File: config.mk
export PLATFORM = sky130hd
export DESIGN_NAME = mmcp_top
export DESIGN_NICKNAME = d
export VERILOG_FILES = /design/src/core/mmcp_pkg.sv /design/src/core/mmcp_top.sv /design/src/core/mmcp_ram.sv
export VERILOG_INCLUDE_DIRS = /design/src /design/src/core
export SDC_FILE = /design/constraint.sdc
export NUM_CORES = 2
export LEC_CHECK = 0
export ABC_CLOCK_PERIOD_IN_PS = 3930
export BUFFER_PORTS_ARGS = -buffer_cell sky130_fd_sc_hd__buf_2
export CORE_MARGIN = 1
export CORE_UTILIZATION = 37
export CTS_CLUSTER_SIZE = 30
export DETAILED_ROUTE_END_ITERATION = 10
export PLACE_DENSITY = 0.49
export RECOVER_POWER = 100
export REMOVE_ABC_BUFFERS = 1
export SETUP_SLACK_MARGIN = 0.05
export SYNTH_ARGS = -nofsm -noshare
export SYNTH_HDL_FRONTEND = slang
export SYNTH_SLANG_ARGS = --single-unit
File: constraint.sdc
create_clock -name i_core_clk -period 3.93 [get_ports i_core_clk]
set_input_delay 0.1965 -clock i_core_clk [delete_from_list [all_inputs] [get_ports i_core_clk]]
set_output_delay 0.1965 -clock i_core_clk [all_outputs]
set_load 0.1 [all_outputs]
File: src/core/mmcp_cfg.svh
/*
  mmcp_cfg.svh: address map, code protect values and vector layout
  of the memory map and code protect block.
  assumes: included by bare name; definitions only.
*/
`ifndef MMCP_CFG_SVH
`define MMCP_CFG_SVH

// short addressing forms: page byte prepended to a one-byte operand
`define MMCP_ZP_PAGE        8'h00
`define MMCP_SP_PAGE        8'hFF

// zero page contents
`define MMCP_SFR_LAST       16'h003F
`define MMCP_SFR_RSV0       16'h0008
`define MMCP_SFR_RSV1       16'h0009
`define MMCP_SFR_RSV2       16'h0033
`define MMCP_SFR_AW         6
`define MMCP_RAM_BASE       16'h0040
`define MMCP_RAM_LAST       16'h023F
`define MMCP_RAM_DEPTH      512
`define MMCP_RAM_AW         9

// program memory
`define MMCP_ROM_BASE       16'hC000
`define MMCP_TEST_LO_LAST   16'hC07F
`define MMCP_TEST_HI_BASE   16'hFFFE
`define MMCP_VEC_BASE       16'hFFDE

// code protect
`define MMCP_PROT_ADDR      16'hFFDB
`define MMCP_PROT_ON        8'h00
`define MMCP_PROT_OFF       8'hFF
`define MMCP_FILLER         8'hFF
`define MMCP_NONE_DATA      8'h00

`endif

File: src/core/mmcp_pkg.sv
/*
  mmcp_pkg: types of the memory map and code protect block.
  assumes: compiled before every file that names mmcp_pkg.
*/
package mmcp_pkg;

  typedef enum logic [1:0] {
    AM_ABS = 2'b00,
    AM_ZP  = 2'b01,
    AM_SP  = 2'b10
  } mmcp_amode_t;

  typedef enum logic [5:0] {
    RG_NONE = 6'b00_0001,
    RG_SFR  = 6'b00_0010,
    RG_RAM  = 6'b00_0100,
    RG_ROM  = 6'b00_1000,
    RG_VEC  = 6'b01_0000,
    RG_TEST = 6'b10_0000
  } mmcp_region_t;

  typedef enum logic [3:0] {
    ST_PROT  = 4'b0001,
    ST_PWAIT = 4'b0010,
    ST_RUN   = 4'b0100,
    ST_VEC   = 4'b1000
  } mmcp_state_t;

  typedef enum logic [5:0] {
    TAG_NONE = 6'b00_0001,
    TAG_CPU  = 6'b00_0010,
    TAG_PRG  = 6'b00_0100,
    TAG_PROT = 6'b00_1000,
    TAG_VLO  = 6'b01_0000,
    TAG_VHI  = 6'b10_0000
  } mmcp_tag_t;

  typedef struct packed {
    logic        rd;
    logic        wr;
    mmcp_amode_t amode;
    logic [15:0] addr;
    logic [7:0]  wdata;
  } mmcp_cpu_req_t;

  typedef struct packed {
    logic        req;
    logic        we;
    logic [15:0] addr;
    logic [7:0]  wdata;
  } mmcp_prg_req_t;

endpackage

File: src/core/mmcp_top.sv
/*
  mmcp_top: address decode for the core, sharing of the program memory
  port between core, vector fetch and serial programmer, and evaluation
  of the code protect byte.
  assumes: program memory and sfr blocks sit outside and return read data
  in the same cycle as their registered read strobe; all inputs are
  synchronous to i_core_clk.
*/
`timescale 1ns/1ps
`include "mmcp_cfg.svh"

// Overview of operation
// RULE1: zero page 0x0000-0x00FF holds the sfr block and the start of ram.
// RULE2: zero page form takes one operand byte, page 0x00 implied.
// RULE3: special page 0xFF00-0xFFFF reached through its own addressing form.
// RULE4: special page form takes one operand byte, page 0xFF implied.
// RULE5: lowest 128 and highest 2 program bytes are test area, rest user.
// RULE6: reset and interrupt vectors are fetched from the vector area.
// RULE7: program byte 0xFFDB is the code protect setting.
// RULE8: protect byte 0x00 blocks programmer reads and writes.
// RULE9: protect byte 0xFF leaves programmer access open.
// RULE10: programmer protects a blank part by writing 0x00 to the protect byte.
// RULE11: ram is not cleared at reset; software sets it first.
// RULE12: software never touches sfr addresses with no register.
// RULE13: protect byte read after reset; anything but 0x00 means open.
// RULE14: protected programmer reads return filler, writes change nothing.
module mmcp_top (
  input  wire logic                    i_core_clk,
  input  wire logic                    i_rst,
  input  wire mmcp_pkg::mmcp_cpu_req_t i_cpu_req,
  output logic      [7:0]              o_cpu_rdata,
  output logic                         o_cpu_rvalid,
  output logic                         o_cpu_unmapped,
  output mmcp_pkg::mmcp_region_t       o_cpu_region,
  input  wire logic                    i_vec_req,
  input  wire logic [3:0]              i_vec_num,
  output logic      [15:0]             o_vec_addr,
  output logic                         o_vec_valid,
  output logic                         o_ready,
  input  wire mmcp_pkg::mmcp_prg_req_t i_prg_req,
  output logic                         o_prg_done,
  output logic                         o_prg_refused,
  output logic      [7:0]              o_prg_rdata,
  output logic                         o_prot_active,
  output logic      [15:0]             o_rom_addr,
  output logic                         o_rom_rd,
  output logic                         o_rom_wr,
  output logic      [7:0]              o_rom_wdata,
  input  wire logic [7:0]              i_rom_rdata,
  output logic      [`MMCP_SFR_AW-1:0] o_sfr_addr,
  output logic                         o_sfr_rd,
  output logic                         o_sfr_wr,
  output logic      [7:0]              o_sfr_wdata,
  input  wire logic [7:0]              i_sfr_rdata
);

  mmcp_pkg::mmcp_state_t  state_reg;
  mmcp_pkg::mmcp_state_t  state_next;
  mmcp_pkg::mmcp_tag_t    tag_reg;
  mmcp_pkg::mmcp_tag_t    tag_next;
  mmcp_pkg::mmcp_region_t s1_region_reg;
  logic                   s1_rd_reg;
  logic                   s1_acc_reg;
  logic                   prot_reg;
  logic [3:0]             vec_num_reg;
  logic [7:0]             vec_lo_reg;
  logic [7:0]             ram_q;

  function automatic mmcp_pkg::mmcp_region_t f_region(input logic [15:0] a);
    mmcp_pkg::mmcp_region_t r;
    r = mmcp_pkg::RG_NONE;
    if (a <= `MMCP_SFR_LAST) begin
      // empty sfr slots decode to nothing and are flagged
      if (a == `MMCP_SFR_RSV0 || a == `MMCP_SFR_RSV1 || a == `MMCP_SFR_RSV2) begin
        r = mmcp_pkg::RG_NONE; // RULE12
      end else begin
        r = mmcp_pkg::RG_SFR; // RULE1
      end
    end else if (a >= `MMCP_RAM_BASE && a <= `MMCP_RAM_LAST) begin
      r = mmcp_pkg::RG_RAM; // RULE1
    end else if (a >= `MMCP_ROM_BASE) begin
      if (a <= `MMCP_TEST_LO_LAST || a >= `MMCP_TEST_HI_BASE) begin
        r = mmcp_pkg::RG_TEST; // RULE5
      end else if (a >= `MMCP_VEC_BASE) begin
        r = mmcp_pkg::RG_VEC; // RULE6
      end else begin
        r = mmcp_pkg::RG_ROM; // RULE5
      end
    end
    return r;
  endfunction

  // effective address of the core access
  wire logic                   am_zp    = (i_cpu_req.amode == mmcp_pkg::AM_ZP);
  wire logic                   am_sp    = (i_cpu_req.amode == mmcp_pkg::AM_SP);
  wire logic [15:0]            zp_ea    = {`MMCP_ZP_PAGE, i_cpu_req.addr[7:0]}; // RULE2
  wire logic [15:0]            sp_ea    = {`MMCP_SP_PAGE, i_cpu_req.addr[7:0]}; // RULE3 RULE4
  wire logic [15:0]            cpu_ea   = am_zp ? zp_ea : (am_sp ? sp_ea : i_cpu_req.addr);
  wire mmcp_pkg::mmcp_region_t cpu_rg   = f_region(cpu_ea);
  wire logic                   cpu_acc  = i_cpu_req.rd | i_cpu_req.wr;
  wire logic                   rg_prog  = (cpu_rg == mmcp_pkg::RG_ROM) | (cpu_rg == mmcp_pkg::RG_VEC) |
                                          (cpu_rg == mmcp_pkg::RG_TEST);
  wire logic                   rg_sfr   = (cpu_rg == mmcp_pkg::RG_SFR);
  wire logic                   rg_ram   = (cpu_rg == mmcp_pkg::RG_RAM);
  wire logic [15:0]            ram_off  = cpu_ea - `MMCP_RAM_BASE;
  wire logic                   ram_we   = i_cpu_req.wr & rg_ram;

  // program memory port: protect sample, vector fetch, core, programmer
  wire logic                   st_run   = (state_reg == mmcp_pkg::ST_RUN);
  wire logic                   prot_go  = (state_reg == mmcp_pkg::ST_PROT);
  wire logic                   vlo_go   = st_run & i_vec_req;
  wire logic                   vhi_go   = (state_reg == mmcp_pkg::ST_VEC);
  wire logic                   cpu_go   = i_cpu_req.rd & rg_prog & ~prot_go & ~vlo_go & ~vhi_go;
  wire logic                   prg_busy = (tag_reg == mmcp_pkg::TAG_PRG) | o_prg_done;
  wire logic                   prg_in   = (i_prg_req.addr >= `MMCP_ROM_BASE);
  // core fetches win the port; a programmer waits for an idle cycle
  wire logic                   prg_gnt  = st_run & i_prg_req.req & ~prg_busy & ~vlo_go & ~cpu_go;
  wire logic                   prg_ok   = prg_gnt & prg_in & ~prot_reg; // RULE8 RULE9
  wire logic                   prg_ref  = prg_gnt & ~(prg_in & ~prot_reg); // RULE14
  wire logic [15:0]            vlo_addr = `MMCP_VEC_BASE + {11'h000, i_vec_num, 1'b0}; // RULE6
  wire logic [15:0]            vhi_addr = `MMCP_VEC_BASE + {11'h000, vec_num_reg, 1'b1};
  wire logic                   rom_rd_n = prot_go | vlo_go | vhi_go | cpu_go | (prg_ok & ~i_prg_req.we);
  wire logic                   rom_wr_n = prg_ok & i_prg_req.we;
  wire logic [15:0]            rom_a_n  = prot_go ? `MMCP_PROT_ADDR :
                                          vlo_go  ? vlo_addr :
                                          vhi_go  ? vhi_addr :
                                          cpu_go  ? cpu_ea : i_prg_req.addr;

  // a programmer write of the protect-on value closes access at once
  wire logic                   prot_wr  = (tag_reg == mmcp_pkg::TAG_PRG) & o_rom_wr &
                                          (o_rom_addr == `MMCP_PROT_ADDR) & (o_rom_wdata == `MMCP_PROT_ON);

  always_comb begin
    tag_next = mmcp_pkg::TAG_NONE;
    if (prot_go) begin
      tag_next = mmcp_pkg::TAG_PROT;
    end else if (vlo_go) begin
      tag_next = mmcp_pkg::TAG_VLO;
    end else if (vhi_go) begin
      tag_next = mmcp_pkg::TAG_VHI;
    end else if (cpu_go) begin
      tag_next = mmcp_pkg::TAG_CPU;
    end else if (prg_ok) begin
      tag_next = mmcp_pkg::TAG_PRG;
    end
  end

  always_comb begin
    state_next = state_reg;
    unique case (state_reg)
      mmcp_pkg::ST_PROT: begin
        state_next = mmcp_pkg::ST_PWAIT;
      end
      mmcp_pkg::ST_PWAIT: begin
        state_next = mmcp_pkg::ST_RUN;
      end
      mmcp_pkg::ST_RUN: begin
        if (i_vec_req) begin
          state_next = mmcp_pkg::ST_VEC;
        end
      end
      mmcp_pkg::ST_VEC: begin
        state_next = mmcp_pkg::ST_RUN;
      end
      default: begin
        state_next = mmcp_pkg::ST_PROT;
      end
    endcase
  end

  mmcp_ram u_ram (
    .i_core_clk (i_core_clk),
    .i_we       (ram_we),
    .i_addr     (ram_off[`MMCP_RAM_AW-1:0]),
    .i_wdata    (i_cpu_req.wdata),
    .o_rdata    (ram_q)
  );

  always_ff @(posedge i_core_clk) begin
    if (i_rst) begin
      state_reg   <= mmcp_pkg::ST_PROT;
      tag_reg     <= mmcp_pkg::TAG_NONE;
      o_rom_rd    <= 1'b0;
      o_rom_wr    <= 1'b0;
      o_rom_addr  <= 16'h0000;
      o_rom_wdata <= 8'h00;
      vec_num_reg <= 4'h0;
    end else begin
      state_reg   <= state_next;
      tag_reg     <= tag_next;
      o_rom_rd    <= rom_rd_n;
      o_rom_wr    <= rom_wr_n; // RULE14
      o_rom_addr  <= rom_a_n;
      o_rom_wdata <= i_prg_req.wdata;
      if (vlo_go) begin
        vec_num_reg <= i_vec_num;
      end
    end
  end

  // closed until the protect byte has been read, so nothing leaks early
  always_ff @(posedge i_core_clk) begin
    if (i_rst) begin
      prot_reg <= 1'b1;
    end else if (tag_reg == mmcp_pkg::TAG_PROT) begin
      prot_reg <= (i_rom_rdata == `MMCP_PROT_ON); // RULE7 RULE13
    end else if (prot_wr) begin
      prot_reg <= 1'b1; // RULE10
    end
  end

  always_ff @(posedge i_core_clk) begin
    if (i_rst) begin
      vec_lo_reg  <= 8'h00;
      o_vec_addr  <= 16'h0000;
      o_vec_valid <= 1'b0;
    end else begin
      if (tag_reg == mmcp_pkg::TAG_VLO) begin
        vec_lo_reg <= i_rom_rdata;
      end
      if (tag_reg == mmcp_pkg::TAG_VHI) begin
        o_vec_addr <= {i_rom_rdata, vec_lo_reg}; // RULE6
      end
      o_vec_valid <= (tag_reg == mmcp_pkg::TAG_VHI);
    end
  end

  always_ff @(posedge i_core_clk) begin
    if (i_rst) begin
      o_prg_done    <= 1'b0;
      o_prg_refused <= 1'b0;
      o_prg_rdata   <= 8'h00;
    end else begin
      o_prg_done    <= prg_ref | (tag_reg == mmcp_pkg::TAG_PRG);
      o_prg_refused <= prg_ref;
      if (prg_ref) begin
        o_prg_rdata <= `MMCP_FILLER; // RULE14
      end else if (tag_reg == mmcp_pkg::TAG_PRG) begin
        o_prg_rdata <= o_rom_wr ? `MMCP_FILLER : i_rom_rdata;
      end
    end
  end

  always_ff @(posedge i_core_clk) begin
    if (i_rst) begin
      o_sfr_rd    <= 1'b0;
      o_sfr_wr    <= 1'b0;
      o_sfr_addr  <= '0;
      o_sfr_wdata <= 8'h00;
    end else begin
      o_sfr_rd    <= i_cpu_req.rd & rg_sfr; // RULE1
      o_sfr_wr    <= i_cpu_req.wr & rg_sfr;
      o_sfr_addr  <= cpu_ea[`MMCP_SFR_AW-1:0];
      o_sfr_wdata <= i_cpu_req.wdata;
    end
  end

  always_ff @(posedge i_core_clk) begin
    if (i_rst) begin
      s1_rd_reg     <= 1'b0;
      s1_acc_reg    <= 1'b0;
      s1_region_reg <= mmcp_pkg::RG_NONE;
    end else begin
      s1_rd_reg     <= i_cpu_req.rd;
      s1_acc_reg    <= cpu_acc;
      s1_region_reg <= cpu_rg;
    end
  end

  // second stage: pick the answering source by the decoded region
  wire logic [7:0] cpu_rd_n = (s1_region_reg == mmcp_pkg::RG_SFR)  ? i_sfr_rdata :
                              (s1_region_reg == mmcp_pkg::RG_RAM)  ? ram_q :
                              (s1_region_reg == mmcp_pkg::RG_NONE) ? `MMCP_NONE_DATA : i_rom_rdata;

  always_ff @(posedge i_core_clk) begin
    if (i_rst) begin
      o_cpu_rdata    <= 8'h00;
      o_cpu_rvalid   <= 1'b0;
      o_cpu_unmapped <= 1'b0;
      o_cpu_region   <= mmcp_pkg::RG_NONE;
      o_ready        <= 1'b0;
      o_prot_active  <= 1'b1;
    end else begin
      o_cpu_rdata    <= s1_rd_reg ? cpu_rd_n : 8'h00;
      o_cpu_rvalid   <= s1_rd_reg;
      o_cpu_unmapped <= s1_acc_reg & (s1_region_reg == mmcp_pkg::RG_NONE); // RULE12
      o_cpu_region   <= s1_region_reg;
      o_ready        <= st_run | (state_reg == mmcp_pkg::ST_VEC);
      o_prot_active  <= prot_reg;
    end
  end

endmodule

File: src/core/mmcp_ram.sv
/*
  mmcp_ram: internal data ram, single port, registered read.
  assumes: address already relative to the ram base; no reset on contents.
*/
`timescale 1ns/1ps
`include "mmcp_cfg.svh"

module mmcp_ram (
  input  wire logic                     i_core_clk,
  input  wire logic                     i_we,
  input  wire logic [`MMCP_RAM_AW-1:0]  i_addr,
  input  wire logic [7:0]               i_wdata,
  output logic      [7:0]               o_rdata
);

  // contents are left as power-up leaves them; software loads them first
  logic [7:0] mem [0:`MMCP_RAM_DEPTH-1]; // RULE11

  always_ff @(posedge i_core_clk) begin
    if (i_we) begin
      mem[i_addr] <= i_wdata;
    end
    o_rdata <= mem[i_addr];
  end

endmodule

==> key figures <==
Pwr
  • Comb pwr share: 6.1%
  • Leakage: 61.90 nW
  • Worst vdd ir: 0.0003618 V
  • Switching power total: 21.96 mW
  • Switching Fraction: 22.54%
  • Sequential power share: 50.9%
  • P_int: 75.48 mW
  • Pwr Density: 501.8 nW/um^2
  • Clock power frac: 43.0%

Floorplan
  • Die footprint: 443600 um^2
  • Rows: 243
  • Die height: 666.1 um
  • Die width: 666.1 um
  • Effective utilization at floorplan: 37.21%
  • I/O Pins: 164
  • Core Area: 438400 um^2

Timing
  • Slew Viols, Final: 1537
  • Final Critical Period: 3.860 ns
  • Fmax achieved: 0.2591 GHz
  • Setup Viol. Count Final: 0
  • Rel. slew slack: -121.0%
  • Worst-Margin Slew: 3.315 ns
  • Post-route clock skew: 0.07297 ns
  • Fin crit share: 98.21%
  • Final worst slack: 0.07025 ns
  • Unrepaired setup endpoints after global routing: no
  • Hold Fails Final Rpt: 0

Finish
  • FILL cells: 37.94k
  • Top Registers: u_ram.mem (4096), o_rom_addr (16), o_vec_addr (16)
  • Multi-input gate area: 35470 um^2
  • Leading cell types in the layout, fill and taps excluded: edfxtp_1 (4096), mux4_2 (1046), nor2_1 (637)
  • Final net count: 9413
  • Area grow syn2layout: 19.01%
  • Final instance area: 194200 um^2
  • Fin util: 44.29%
  • Largest register FFs: 4096
  • Top reg by flops: u_ram.mem
  • Reg area: 125500 um^2
  • Layout cells sized above 1: 28.26%
  • Commonest non-fill, non-tap cell in the layout: edfxtp_1

Route
  • Metal3 WL: 37.94 mm
  • Met2 routed WL: 250.1 mm
  • WL per Instance: 33.57 um
  • Residual DRC count: 0
  • Overall routed net length: 523.8 mm
  • Vias/cell: 5.603
  • Highest metal used: met5
  • Via Count: 87.42k
  • Drt pass-1 iters: 7
  • Routed length on met1: 219.7 mm
  • 1st-iter DRT viols: 10.56k
  • Detail Route Antenna Nets: 0

Global route
  • Global Route Usage Sum: 23.20%
  • Global-route wire length before repair: 723.2 mm
  • Largest net degree at the start of global routing: 134
  • Vias in the first global route: 88.89k
  • Total grt overflow: 0
  • Initial antenna violation count: 41

Yosys
  • Synth async-reset ratio: 0%
  • Cells after Synth: 7802
  • Largest family of logic cells by synthesized area: multiplexers
  • Post-synthesis mux area share: 15.51%
  • Synth cell types: 73
  • Synth Area in Compound Gates: 2.524%
  • Post-synthesis adder-cell area fraction: 0.09509%
  • Xor/xnor share of the synthesized area: 0.03221%
  • Simple-gate share of the synthesized area: 3.400%
  • Main synth FF type: edfxtp_1
  • Yosys warns: 0
  • Syn Area/Cell: 20.91 um^2
  • Sequential fraction of the synthesis area: 76.93%
  • Post-synth EDFFs: 4096
  • Mapped cell area: 163200 um^2
  • Seq cells post-synth: 4222

Placed design
  • I/O Buffers: 163
  • Detailed placement HPWL: 338.2 mm
  • Post-Place Worst Slack: -0.5943 ns
  • Placed Area: 180600 um^2
  • Routability cong.: 0.8590

Min path
  • Worst min-delay path class: input port to flip-flop
  • Hold_sp: i_rom_rdata[7]
  • WHS Path Cells: 4
  • Hold path endpoint: o_vec_addr[15]

Clock tree
  • CTS tree: done
  • Clock sink total: 4222
  • CTS buffer count: 447
  • CTS clk-pin slew, worst paths: 0.06 ns
  • H-Tree Depth: 5
  • Clock latency on the worst-skew pair: 1.02 ns
  • Root buf cell: clkbuf_16
  • CTS max path bufs: 4

Setup path
  • Critical path data required time: 4.59 ns
  • R2R cell count: 11
  • Crit start category: input port
  • Worst reg2reg endpoint: o_rom_rd
  • Reg2Reg Launch Point: state_reg[3]
  • Worst-path fanout max: 10
  • Worst Setup End Kind: flip-flop
  • Crit Path Class: input port to flip-flop
  • R2R Setup Slk: 0.32 ns
  • Worst path arrival time: 4.52 ns

Outcome
  • Failing checks: max-capacitance violations, max-slew violations
  • Status: finished with violations

Job
  • Max_cap viols: 21
==> power groups by stage <==
| stage | Combinational (mW) | Clock [mW] | Sequential (mW) |
|---|---|---|---|
| finish | 5.95 | 41.9 | 49.6 |
| global route | 6.16 | 44.2 | 49.6 |
| CTS | 6.05 | 42.6 | 49.6 |
| global placement | 5.86 | 0 | 50.5 |
| floorplan | 1.88 | 0 | 50.7 |
| detailed placement | 5.90 | 0 | 50.5 |
==> cell type report <==
| type | count | share of cell area (%) |
|---|---|---|
| diodes | 16 | 0.02062 |
| clock buffers | 566 | 6.103 |
| clock inverters | 259 | 1.354 |
| inverters | 21 | 0.04446 |
| multi-input cells | 3070 | 18.27 |
| flip-flops and latches | 4222 | 64.64 |
| well taps | 5880 | 3.789 |
| repair buffers | 1568 | 5.781 |
==> critical path, cell delays in order <==
cell	delay [ns]
dlygate4sd3_1	0.52
clkbuf_1	0.41
inv_2	0.07
clkbuf_1	0.31
maj3_1	0.54
o21ai_1	0.13
nand4b_1	0.11
dlygate4sd3_1	0.57
buf_4	0.19
or3_4	0.64
buf_12	0.29
nor2_1	0.17
clkbuf_1	0.32
==> what timing repair did <==
| item | in CTS | in global routing |
|---|---|---|
| setup endpoints to repair | 0 | 2 |
| resized for setup | 0 | 2 |
| hold buffers | 159 | 0 |
| setup buffers | 0 | 0 |
| hold endpoints to repair | 1185 | 0 |
==> how the worst max path moves through the flow <==
stage | start | end | slack (ns) | depth (start not counted)
after CTS | i_cpu_req[24] | u_ram.o_rdata[0] | 0.18 | 12
final | i_cpu_req[24] | u_ram.mem[247][0] | 0.07 | 13
after detailed placement | i_cpu_req[8] | u_ram.o_rdata[0] | -0.59 | 10
after global routing | i_cpu_req[22] | u_ram.mem[236][4] | 0.08 | 15
after floorplan | i_cpu_req[11] | u_ram.mem[0][0] | -3.27 | 7
after global placement | i_cpu_req[8] | u_ram.o_rdata[0] | -0.57 | 10
==> metrics by stage <==
| step | total power, mW | hold WS [ns] | instances | setup TNS (ns) |
|---|---|---|---|---|
| after floorplan | 52.58 | 0.2632 | 7313 | - |
| after global placement | 56.36 | 0.4134 | 14601 | -1.367 |
| after detailed placement | 56.41 | 0.4149 | 14601 | -1.197 |
| after CTS | 98.19 | 0.0006681 | 15585 | 0 |
| after global routing | 99.95 | 0.06228 | 15591 | 0 |
| final | 97.44 | 0.08619 | 15602 | 0 |
==> cells in the mapped netlist, types with 6 or more instances <==
master | instances | area (um^2)
a31oi_1 | 19 | 118.9
or3b_2 | 6 | 52.55
nand2_1 | 219 | 822.0
nor2_1 | 645 | 2421
o2111ai_1 | 17 | 148.9
maj3_1 | 8 | 80.08
or4_1 | 7 | 52.55
clkbuf_1 | 213 | 799.5
and2_1 | 10 | 62.56
a21oi_1 | 131 | 655.6
a2111oi_0 | 7 | 61.31
nand3_1 | 91 | 455.4
edfxtp_1 | 4096 | 123000
nor3_1 | 37 | 185.2
nand4_1 | 86 | 538.0
a32oi_1 | 15 | 131.4
buf_4 | 53 | 397.9
a211oi_1 | 17 | 127.6
a22o_1 | 65 | 569.3
a22oi_1 | 192 | 1441
or2_2 | 6 | 37.54
o211ai_1 | 15 | 112.6
buf_2 | 142 | 710.7
nor4_1 | 19 | 118.9
dfxtp_1 | 126 | 2522
and3_1 | 11 | 68.82
inv_1 | 16 | 60.06
mux2i_1 | 166 | 1662
o21ai_0 | 29 | 145.1
buf_6 | 19 | 214.0
buf_1 | 61 | 229.0
ha_1 | 6 | 75.07
a221oi_1 | 7 | 61.31
nand2b_1 | 11 | 68.82
nor2b_1 | 44 | 275.3
mux4_2 | 1046 | 23560
or3_1 | 15 | 93.84
o22ai_1 | 45 | 281.5
==> per-layer routing <==
layer | global-route usage, % | vias to the layer above
met4 | 6.596 | 4
met1 | 32.45 | 47456
li1 | - | 35658
met3 | 3.873 | 723
met2 | 37.56 | 3575
met5 | 0 | -
==> logic make-up after synthesis <==
kind of cell | count (synthesis)
AO/OA/AOI/OAI | 590
XOR/XNOR | 6
adder cells (fa/ha/maj) | 14
buffers and inverters | 510
flip-flops | 4222
multiplexers | 1219
AND/OR/NAND/NOR | 1241
Note: power is estimated with default switching activity, not from simulation.
